[src/include/dsp_pkg.sv]
// constants for the design status and throughput register bank
// What this block does
// (RULE1) every register is a full 32-bit word for host reads and writes
// (RULE2) unassigned bit positions are reserved and read back as zero
// (RULE3) reset puts every register at its default value
// (RULE4) reads of unimplemented offsets inside the bank return zero
// (RULE5) registers decode at fixed offsets in the first base address window
// (RULE6) identification word is read-only: variant bits 3:0, version bits 11:4
// (RULE7) status bit 0 reads one once memory calibration is done
// (RULE8) status bit 1 is active-low reset, defaults one, self-restores after 9 cycles
// (RULE9) status bits 5:2 show per-port buffers empty, reset value F
// (RULE10) counter bits 1:0 are a sample count bumped at each one-second sample
// (RULE11) transmit register bits 31:2 hold transmit beat bytes, 4-byte resolution
// (RULE12) receive register bits 31:2 hold receive payload bytes, 4-byte resolution
// (RULE13) counters accumulate one second, then publish and restart from zero
package dsp_pkg;
   localparam int          ADDR_W          = 16;
   localparam logic [15:0] OFS_IDENT       = 16'h9000;
   localparam logic [15:0] OFS_STATUS      = 16'h9008;
   localparam logic [15:0] OFS_TX_COUNT    = 16'h900C;
   localparam logic [15:0] OFS_RX_COUNT    = 16'h9010;
   localparam logic [15:0] BANK_BASE       = 16'h9000;
   localparam logic [15:0] BANK_LAST       = 16'h90FF;
   localparam logic [3:0]  IDENT_VARIANT   = 4'h1;
   localparam logic [7:0]  IDENT_VERSION   = 8'h10;
   localparam int          STS_CALIB_BIT   = 0;
   localparam int          STS_RESET_BIT   = 1;
   localparam int          STS_EMPTY_LSB   = 2;
   localparam int          NUM_PORTS       = 4;
   localparam logic [3:0]  EMPTY_RESET     = 4'hF;
   localparam int          RESET_HOLD_CYC  = 9;
   localparam int          CLK_HZ          = 25000000;
   localparam int          WINDOW_S        = 1;
   localparam int          WINDOW_CYC      = CLK_HZ * WINDOW_S;
   localparam int          SAMPLE_W        = 2;
   localparam int          BYTES_PER_UNIT  = 4;
endpackage

[src/rtl/dsp_regs.sv]
// design identification, status, reset control and throughput counters
`timescale 1ns/1ps
module dsp_regs
   import dsp_pkg::*;
#(
   parameter int WINDOW_CYCLES = dsp_pkg::WINDOW_CYC,
   parameter int BEAT_BYTES    = 8
) (
   // clock and reset
   input  wire logic                     CORE_CLK,
   input  wire logic                     RSTN,
   // register access port
   input  wire logic [dsp_pkg::ADDR_W-1:0] REG_ADDR,
   input  wire logic                     REG_WR,
   input  wire logic                     REG_RD,
   input  wire logic [31:0]              REG_WDATA,
   output logic      [31:0]              REG_RDATA,
   output logic                          REG_RVALID,
   // status inputs from the pins of other blocks
   input  wire logic                     CALIB_DONE,
   input  wire logic [dsp_pkg::NUM_PORTS-1:0] PORT_BUFFER_EMPTY_FLAGS,
   // stream activity, same clock
   input  wire logic                     TX_BEAT,
   input  wire logic [7:0]               TX_BEAT_BYTES,
   input  wire logic                     RX_BEAT,
   input  wire logic [7:0]               RX_BEAT_BYTES,
   // reset out to interconnect and memory interface
   output logic                          INTERCONNECT_MEMIF_RESET_N
);
   import dsp_pkg::*;

   // refuse a window too short to wrap or a beat size the adder cannot take
   if (WINDOW_CYCLES < 2 || BEAT_BYTES < 1 || BEAT_BYTES > 255) begin
      $error("dsp_regs: bad parameter");
   end

   //////////////////////////////////////////////////////////////////////
   // state, one group per function
   // pin synchronisers and the status flags they feed
   logic [2:0]           calib_sync_ff,  nxt_calib_sync;
   logic [NUM_PORTS-1:0] empty_sync0_ff, nxt_empty_sync0;
   logic [NUM_PORTS-1:0] empty_sync1_ff, nxt_empty_sync1;
   logic [NUM_PORTS-1:0] empty_sync2_ff, nxt_empty_sync2;
   logic                 calib_ff,       nxt_calib;
   logic [NUM_PORTS-1:0] empty_ff,       nxt_empty;
   // reset control out
   logic                 rst_n_ff,       nxt_rst_n;
   logic [3:0]           hold_cnt_ff,    nxt_hold_cnt;
   logic                 clear_write;
   // throughput window and counters
   logic [31:0]          win_cnt_ff,     nxt_win_cnt;
   logic [31:0]          tx_acc_ff,      nxt_tx_acc;
   logic [31:0]          rx_acc_ff,      nxt_rx_acc;
   logic [29:0]          tx_pub_ff,      nxt_tx_pub;
   logic [29:0]          rx_pub_ff,      nxt_rx_pub;
   logic [1:0]           samples_ff,     nxt_samples;
   logic                 window_end;
   // read port
   logic [31:0]          rdata_ff,       nxt_rdata;
   logic                 rvalid_ff,      nxt_rvalid;

   //////////////////////////////////////////////////////////////////////
   // helpers
   // saturating add so a stuck stream cannot wrap the total
   function automatic logic [31:0] sat_add(input logic [31:0] a, input logic [7:0] b);
      logic [32:0] s;
      s = {1'b0, a} + {25'h0000000, b};
      sat_add = s[32] ? 32'hFFFFFFFF : s[31:0];
   endfunction

   // a synchronised level counts only once the last two stages agree
   function automatic logic settle(input logic newer, input logic older, input logic held);
      settle = (newer == older) ? newer : held;
   endfunction

   //////////////////////////////////////////////////////////////////////
   // status inputs: three stages, then debounce
   // costs up to four cycles of latency, but one glitch never reaches software
   always_comb begin
      nxt_calib_sync  = {calib_sync_ff[1:0], CALIB_DONE};
      nxt_empty_sync0 = PORT_BUFFER_EMPTY_FLAGS;
      nxt_empty_sync1 = empty_sync0_ff;
      nxt_empty_sync2 = empty_sync1_ff;
      // (RULE7) calibration flag, debounced
      nxt_calib = settle(calib_sync_ff[1], calib_sync_ff[2], calib_ff);
      // (RULE9) empty flags per port
      for (int i = 0; i < NUM_PORTS; i++) begin
         nxt_empty[i] = settle(empty_sync1_ff[i], empty_sync2_ff[i], empty_ff[i]);
      end
   end

   // (RULE3) defaults on reset
   always_ff @(posedge CORE_CLK or negedge RSTN) begin
      if (!RSTN) begin
         calib_sync_ff  <= 3'h0;
         empty_sync0_ff <= EMPTY_RESET;
         empty_sync1_ff <= EMPTY_RESET;
         empty_sync2_ff <= EMPTY_RESET;
         calib_ff       <= 1'b0;
         empty_ff       <= EMPTY_RESET;
      end else begin
         calib_sync_ff  <= nxt_calib_sync;
         empty_sync0_ff <= nxt_empty_sync0;
         empty_sync1_ff <= nxt_empty_sync1;
         empty_sync2_ff <= nxt_empty_sync2;
         calib_ff       <= nxt_calib;
         empty_ff       <= nxt_empty;
      end
   end

   //////////////////////////////////////////////////////////////////////
   // reset control out
   always_comb begin
      // (RULE8) a write of zero to the reset bit starts or restarts the hold
      clear_write  = REG_WR && (REG_ADDR == OFS_STATUS) && !REG_WDATA[STS_RESET_BIT];
      nxt_rst_n    = rst_n_ff;
      nxt_hold_cnt = hold_cnt_ff;
      if (clear_write) begin
         nxt_rst_n    = 1'b0;
         nxt_hold_cnt = 4'(RESET_HOLD_CYC - 1);
      end else if (!rst_n_ff) begin
         // (RULE8) self-restoring after the hold count
         if (hold_cnt_ff == 4'h0) begin
            nxt_rst_n = 1'b1;
         end else begin
            nxt_hold_cnt = hold_cnt_ff - 4'h1;
         end
      end
   end

   // (RULE3) reset out released after reset
   always_ff @(posedge CORE_CLK or negedge RSTN) begin
      if (!RSTN) begin
         rst_n_ff    <= 1'b1;
         hold_cnt_ff <= 4'h0;
      end else begin
         rst_n_ff    <= nxt_rst_n;
         hold_cnt_ff <= nxt_hold_cnt;
      end
   end

   //////////////////////////////////////////////////////////////////////
   // throughput window and counters
   // limitation: a total above 4 GB in one window sticks at all ones
   always_comb begin
      // (RULE13) one-second window, publish and restart
      window_end  = (win_cnt_ff == 32'(WINDOW_CYCLES - 1));
      nxt_win_cnt = window_end ? 32'h00000000 : win_cnt_ff + 32'h00000001;
      // a beat in the last cycle already counts toward the next window
      nxt_tx_acc  = window_end ? 32'h00000000 : tx_acc_ff;
      nxt_rx_acc  = window_end ? 32'h00000000 : rx_acc_ff;
      // (RULE11) transmit beat bytes
      if (TX_BEAT) begin
         nxt_tx_acc = sat_add(window_end ? 32'h00000000 : tx_acc_ff, TX_BEAT_BYTES);
      end
      // (RULE12) receive payload bytes
      if (RX_BEAT) begin
         nxt_rx_acc = sat_add(window_end ? 32'h00000000 : rx_acc_ff, RX_BEAT_BYTES);
      end
      nxt_tx_pub  = window_end ? tx_acc_ff[31:2] : tx_pub_ff;
      nxt_rx_pub  = window_end ? rx_acc_ff[31:2] : rx_pub_ff;
      // (RULE10) one shared sample count, wraps after four samples
      nxt_samples = window_end ? samples_ff + 2'h1 : samples_ff;
   end

   // (RULE3) counters start empty
   always_ff @(posedge CORE_CLK or negedge RSTN) begin
      if (!RSTN) begin
         win_cnt_ff <= 32'h00000000;
         tx_acc_ff  <= 32'h00000000;
         rx_acc_ff  <= 32'h00000000;
         tx_pub_ff  <= 30'h00000000;
         rx_pub_ff  <= 30'h00000000;
         samples_ff <= 2'h0;
      end else begin
         win_cnt_ff <= nxt_win_cnt;
         tx_acc_ff  <= nxt_tx_acc;
         rx_acc_ff  <= nxt_rx_acc;
         tx_pub_ff  <= nxt_tx_pub;
         rx_pub_ff  <= nxt_rx_pub;
         samples_ff <= nxt_samples;
      end
   end

   //////////////////////////////////////////////////////////////////////
   // read port
   // registered answer costs a cycle but keeps the outputs glitch free
   always_comb begin
      // (RULE4) holes and idle cycles read zero
      nxt_rvalid = REG_RD;
      nxt_rdata  = 32'h00000000;
      if (REG_RD) begin
         // (RULE5) fixed offset decode
         case (REG_ADDR)
            // (RULE6) identification word, upper bits left zero
            OFS_IDENT:    nxt_rdata = {20'h00000, IDENT_VERSION, IDENT_VARIANT};
            // (RULE2) reserved status bits zero
            OFS_STATUS:   nxt_rdata = {26'h0000000, empty_ff, rst_n_ff, calib_ff};
            OFS_TX_COUNT: nxt_rdata = {tx_pub_ff, samples_ff};
            OFS_RX_COUNT: nxt_rdata = {rx_pub_ff, samples_ff};
            default:      nxt_rdata = 32'h00000000;
         endcase
      end
   end

   // (RULE3) nothing to answer after reset
   always_ff @(posedge CORE_CLK or negedge RSTN) begin
      if (!RSTN) begin
         rdata_ff  <= 32'h00000000;
         rvalid_ff <= 1'b0;
      end else begin
         rdata_ff  <= nxt_rdata;
         rvalid_ff <= nxt_rvalid;
      end
   end

   //////////////////////////////////////////////////////////////////////
   // outputs, each straight from its flip-flop
   // (RULE1) full-word read data
   assign REG_RDATA                  = rdata_ff;
   assign REG_RVALID                 = rvalid_ff;
   assign INTERCONNECT_MEMIF_RESET_N = rst_n_ff;
endmodule

[config.mk]
export PLATFORM = sky130hd
export DESIGN_NAME = dsp_regs
export DESIGN_NICKNAME = d
export VERILOG_FILES = /design/src/include/dsp_pkg.sv /design/src/rtl/dsp_regs.sv
export SDC_FILE = /design/constraint.sdc
export NUM_CORES = 1
export LEC_CHECK = 0
export ABC_AREA = 1
export CORE_UTILIZATION = 64
export DETAILED_ROUTE_END_ITERATION = 12
export DONT_BUFFER_PORTS = 1
export PLACE_DENSITY_LB_ADDON = 0.1
export RECOVER_POWER = 100
export SYNTH_ARGS = -nofsm -noshare
export SYNTH_HDL_FRONTEND = slang
export SYNTH_SLANG_ARGS = --single-unit
[constraint.sdc]
create_clock -name CORE_CLK -period 4.7 [get_ports CORE_CLK]
set_input_delay 0.47 -clock CORE_CLK [delete_from_list [all_inputs] [get_ports CORE_CLK]]
set_output_delay 0.47 -clock CORE_CLK [all_outputs]
set_load 0.01 [all_outputs]
# Yosys cells after proc, flatten, opt, wreduce, memory -nomap -nowiden
# Index checks and enable logic that the tools add are counted.
[op_classes]
n_bitwise = 0
reduce_logical = 5
n_addsub = 5
muxes = 15
n_shift = 0
mul = 0
div_mod_pow = 0
n_lt_le_gt_ge = 0
n_eq_ne = 12
[ops]
columns = ["operator", "n"]
rows = [
  ["two-way mux 32 bit", 8],
  ["one-hot mux 32 bit (4 select lines)", 1],
  ["adder 32 x 8 -> 33 bit", 2],
  ["equality test 16 bit (second input constant)", 4],
  ["adder 32 x 1 -> 32 bit (second input constant)", 1],
  ["equality test 32 x 25 -> 1 bit (second input constant)", 1],
  ["two-way mux 4 bit", 3],
  ["equality test 1 bit", 5],
  ["zero test 4 bit", 1],
  ["subtractor 4 x 1 -> 4 bit (second input constant)", 1],
  ["two-way mux 1 bit", 3],
  ["adder 2 x 1 -> 2 bit (second input constant)", 1],
  ["logical AND 1 bit", 2],
  ["!= test 2 x 1 -> 1 bit (second input constant)", 1],
  ["!= test 2 bit (second input constant)", 1],
  ["AND reduction 2 bit", 1],
  ["zero test 1 bit", 1],
]
[word_totals]
latchBits = 0
mem_bits_ro = 0
input_bits = 75
out_inout_bits = 34
regBits = 216
ramBits = 0
n_memories = 0

# Longest topological paths before layout
[depth]
ltp_word = 5
ltp_mapped = 26
depth_no_buf = 22

# Least setup slack after synthesis
# Ideal clock, no wire load.
[synth_timing]
kind = "reg-to-reg"
from = "reg win_cnt_ff[0]"
to = "reg rx_acc_ff[15]"
stages_incl_launch_ff = 26
required_ps = 4576
setup_slack_ps = 1408
arrival_ps = 3169
path_cell_list = "dfrtp_1 > ha_1 > nand3_2 > inv_1 > nand2_1 > nor2_2 > nand2_4 > buf_12 > buf_12 > inv_2 > buf_4 > nor2_1 > ha_1 > fa_1 > nand2_1 > nand2_1 > and2_1 > nand2_1 > nand2_1 > nand2_1 > nor2_4 > nand2_2 > nor2_4 > nand3_4 > buf_6 > nand3_2"
[synth_between]
elab_chain_len = 5
[synth_lines]
columns = ["element", "line", "source"]
rows = [
  ["start: declaration", "dsp_regs.sv:51", "logic [31:0] win_cnt_ff, nxt_win_cnt;"],
  ["start signal: assignment", "dsp_regs.sv:176", "win_cnt_ff <= nxt_win_cnt;"],
  ["equality test 32 x 25 -> 1 bit (*)", "dsp_regs.sv:147", "window_end = (win_cnt_ff == 32'(WINDOW_CYCLES - 1));"],
  ["two-way mux 32 bit (*)", "dsp_regs.sv:158", "nxt_rx_acc = sat_add(window_end ? 32'h00000000 : rx_acc_ff, RX_BEAT_BYTES);"],
  ["adder 32 x 8 -> 33 bit", "dsp_regs.sv:67", "s = {1'b0, a} + {25'h0000000, b};"],
  ["two-way mux 32 bit", "dsp_regs.sv:68", "sat_add = s[32] ? 32'hFFFFFFFF : s[31:0];"],
  ["two-way mux 32 bit (*)", "dsp_regs.sv:157", "if (RX_BEAT) begin"],
  ["net nxt_rx_acc[15]", "dsp_regs.sv:53", "logic [31:0] rx_acc_ff, nxt_rx_acc;"],
  ["end signal: assignment", "dsp_regs.sv:178", "rx_acc_ff <= nxt_rx_acc;"],
  ["end: declaration", "dsp_regs.sv:53", ""],
]
# The timed path passes the listed nets; every way through them passes the cells marked *.
# A chain may end at the register's enable or synchronous reset.

# Worst setup path in the final report
[layout_timing]
from = "reg win_cnt_ff[0]"
to = "reg rx_acc_ff[26]"
# The elaborated chain is that of the path after synthesis.

==> impl_results.md <==
- Internal power of the cells: 3490 µW
- Clk network pwr share: 0.382
- Half-perimeter wire length of the detailed placement result: 18.7 mm
- Resized Gates After CTS: 0
- Buffers inserted by post-CTS timing repair: 0
- Met3 capacity usage during global routing: 0.0574
- Final setup viols: 0
- Library cell contributing the largest single delay on the critical path: sky130_fd_sc_hd__inv_1
- Global routing usage on met2: 0.470
- Critical path buffers and inverters: 2
- Type of the most critical hold path: primary input to async pin
- Worst-margin pin slew: 1390 ps
- Maximum number of buffers from clock root to sink: 3
- Storage cell area: 0.00543 mm²
- Highest clock rate: 257 MHz
- Total routed wirelength: 27.2 mm
- Setup TNS: 0 ps
- Post-Syn Nets: 1535
- DR iter-0 viols: 832
- Static leakage: 0.00590 µW
- Flop pwr share: 0.430
- Total Power: 4890 µW
- Min Clock Period, post-route: 3890 ps
- Wire length per cell after detailed routing: 16.3 µm
- Post-place setup slack: 1130 ps
- GR Util All Layers: 0.300
- Grt met1 use: 0.430
- Effective utilization at floorplan: 0.663
- Maximum net fanout on the critical path: 20
- Width of the die: 137 µm
- Antenna diodes: 0
- Net switching power of the design: 1400 µW
- Sequential area share after synthesis: 0.469
- Mean Syn Cell Area: 8.04 µm²
- Total power per unit cell area: 396 mW/mm²
- Die boundary height: 137 µm
- Pin count of the biggest net entering global routing: 217
- Count of flip-flops with a built-in enable after synthesis: 0
- Status: complete, but fails checks
- Filler instances: 1430
- DRC errors left: 0
- Cells on worst reg2reg path: 21
- Endpoints failing hold: 216
- Port buffer count: 0
- Worst setup path category: register to register
- Library cells used by synthesis: 53
- RSZ-0062 raised after global routing: false
- Number of antenna violations at the first check in global routing: 0
- Via count: 9403
- Die area: 0.0186 mm²
- CP Data Required Time: 5080 ps
- Seq cells post-synth: 216
- First-pass GRT wire length: 43.5 mm
- Failing checks: negative hold slack
- Mean number of vias per cell: 5.63
- Switching share of power: 0.287
- Final-stage net count: 1524
- Maximum capacitance violations: 0
- Final clock period utilization by the worst path: 0.828
- Std cell rows: 48
- CP Cell Sequence: ha_1 > nand3_1 > inv_1 > nand2_1 > nor2_2 > nand2_4 > inv_1 > nor2_1 > ha_1 > fa_1 > nand2_1 > nand2_1 > and2_0 > nand2_1 > nand2_1 > nand2_1 > nor2_4 > nand2_2 > nor2_4 > nand3_4 > nand3_1
- Root buffer cell: sky130_fd_sc_hd__clkbuf_16
- Area growth from synthesis to layout: 6.56%
- Cell class contributing the biggest share of worst-path delay: simple AND/OR/NAND/NOR gates
- Async SR Flop Fraction: 1.00
- Top Usage Layer GRT: met2
- Detailed-router iteration count before antenna repair: 5
- Total area of multi-input combinational cells: 0.00505 mm²
- Fraction of layout instances using a drive strength above 1: 0.0927
- Via count of the first global-routing pass: 8648
- GR Overflow Total: 0
- Crit path DAT: 4280 ps
- Max incr delay on CP: 510 ps
- Worst clock skew: 13.6 ps
- Comb power frac: 0.188
- Top library cells by usage in the layout, fill and taps aside: sky130_fd_sc_hd__nand2_1, sky130_fd_sc_hd__nor2_1, sky130_fd_sc_hd__dfrtp_1
- Category of the worst setup path capture point: register
- Clock buffers created by TritonCTS: 23
- Worst Slack Setup Final: 808 ps
- Remaining max-slew budget at the tightest pin: 0.0760
- Clock transition at the registers of the reported paths: 60 ps
- Number of standard cells after synthesis: 1440
- Combined area of all synthesized cells: 0.0116 mm²
- Gp weighted congestion: 0.904
- Layout Utilization: 0.706
- # clock sinks: 216
- Number of warnings printed during yosys synthesis: 0
- Core box area: 0.0175 mm²
- Clk Latency, worst-skew pair: 520 ps
- Maximum level of the CTS H-tree: 1
- CP most frequent cell: sky130_fd_sc_hd__nand2_1
- TritonCTS clock tree: done
- Most common library cell in the layout ignoring fill and taps: sky130_fd_sc_hd__nand2_1
- Worst Setup Start Kind: register
- WP depth: 21
- Post-Route Hold Slack: -356 ps
- Pins Over Slew Limit: 0
- Most used flip-flop cell after synthesis: sky130_fd_sc_hd__dfrtp_1
- DRT antenna net count: 0
- Post-CTS Hold Fix Bufs: 6
- Number of top-level design ports: 109
- IR drop worst, VDD: 329 µV
sequential cells by signal, indices dropped and copies added (netlist names):
register / cells
REG_RDATA: 32
rx_acc_ff: 32
tx_acc_ff: 32
win_cnt_ff: 32
rx_pub_ff: 30
tx_pub_ff: 30
empty_ff: 4
empty_sync0_ff: 4
empty_sync1_ff: 4
empty_sync2_ff: 4
hold_cnt_ff: 4
calib_sync_ff: 3
samples_ff: 2
INTERCONNECT_MEMIF_RESET_N: 1
REG_RVALID: 1
calib_ff: 1
cells by family (layout without fill, tap and decap cells):
family	Yosys count	count (layout)	synth area share
AO/OA/AOI/OAI	147	147	0.0719
buffers and inverters	230	236	0.0863
adder cells (fa/ha/maj)	25	25	0.0272
XOR/XNOR	32	32	0.0242
flip-flops	216	216	0.469
AND/OR/NAND/NOR	790	790	0.322
power groups by stage:
stage / sequential (µW) / clock, µW / combinational (µW)
finish: 2100 / 1870 / 918
global route: 2120 / 1970 / 1050
CTS: 2100 / 1900 / 929
detailed placement: 2130 / 0 / 917
global placement: 2130 / 0 / 884
floorplan: 2100 / 0 / 769
synthesized netlist by cell type (all sizes together) (2+ instances only):
| master | instances | area, µm² |
|---|---|---|
| a21oi | 35 | 186 |
| a31oi | 29 | 181 |
| buf | 34 | 264 |
| clkbuf | 14 | 52.6 |
| dfrtp | 199 | 4980 |
| dfstp | 17 | 447 |
| fa | 2 | 40.0 |
| ha | 18 | 225 |
| inv | 181 | 679 |
| maj3 | 5 | 50.1 |
| nand2 | 340 | 1320 |
| nand3 | 140 | 936 |
| nand3b | 6 | 45.0 |
| nand4 | 25 | 175 |
| nor2 | 233 | 975 |
| nor3 | 25 | 141 |
| nor4 | 6 | 37.5 |
| o211ai | 2 | 15.0 |
| o21a | 2 | 15.0 |
| o21ai | 66 | 330 |
| o21bai | 8 | 60.1 |
| or2 | 10 | 62.6 |
| xnor2 | 9 | 78.8 |
| xor2 | 23 | 201 |
area by class of cell:
type                            count  area share
Clock buffer                       36      0.0563
Clock inverter                      6     0.00771
Inverter                          182      0.0554
Multi-Input combinational cell    994       0.409
Sequential cell                   216       0.440
Tap cell                          225      0.0228
Timing Repair Buffer               12     0.00902
metal layers:
metal  vias to the layer above  routed length (µm)
met5                         -                   0
met4                         0                 447
met3                        35                1820
met2                       273               12400
met1                      4496               12500
li1                       4599                   -
worst paths after layout:
path / start / end / slack (ps)
worst max-delay path: win_cnt_ff[0]$_DFF_PN0_ / rx_acc_ff[26]$_DFF_PN0_ / 810
worst min-delay path: RSTN / win_cnt_ff[28]$_DFF_PN0_ / -360
worst max register to register: win_cnt_ff[0]$_DFF_PN0_ / rx_acc_ff[26]$_DFF_PN0_ / 810
worst min register to register: calib_sync_ff[0]$_DFF_PN0_ / calib_sync_ff[1]$_DFF_PN0_ / 350
max in group asynchronous: RSTN / empty_sync0_ff[3]$_DFF_PN1_ / 4760
min in group CORE_CLK: TX_BEAT / tx_acc_ff[3]$_DFF_PN0_ / 70
per-stage QoR:
stage          instances  cell area, µm²
2_1_floorplan       1440           11600
3_3_place_gp        1623           11600
3_5_place_dp        1623           11600
4_1_cts             1671           12500
5_1_grt             1671           12300
6_report            1671           12300
(Power assumes the default switching activity.)
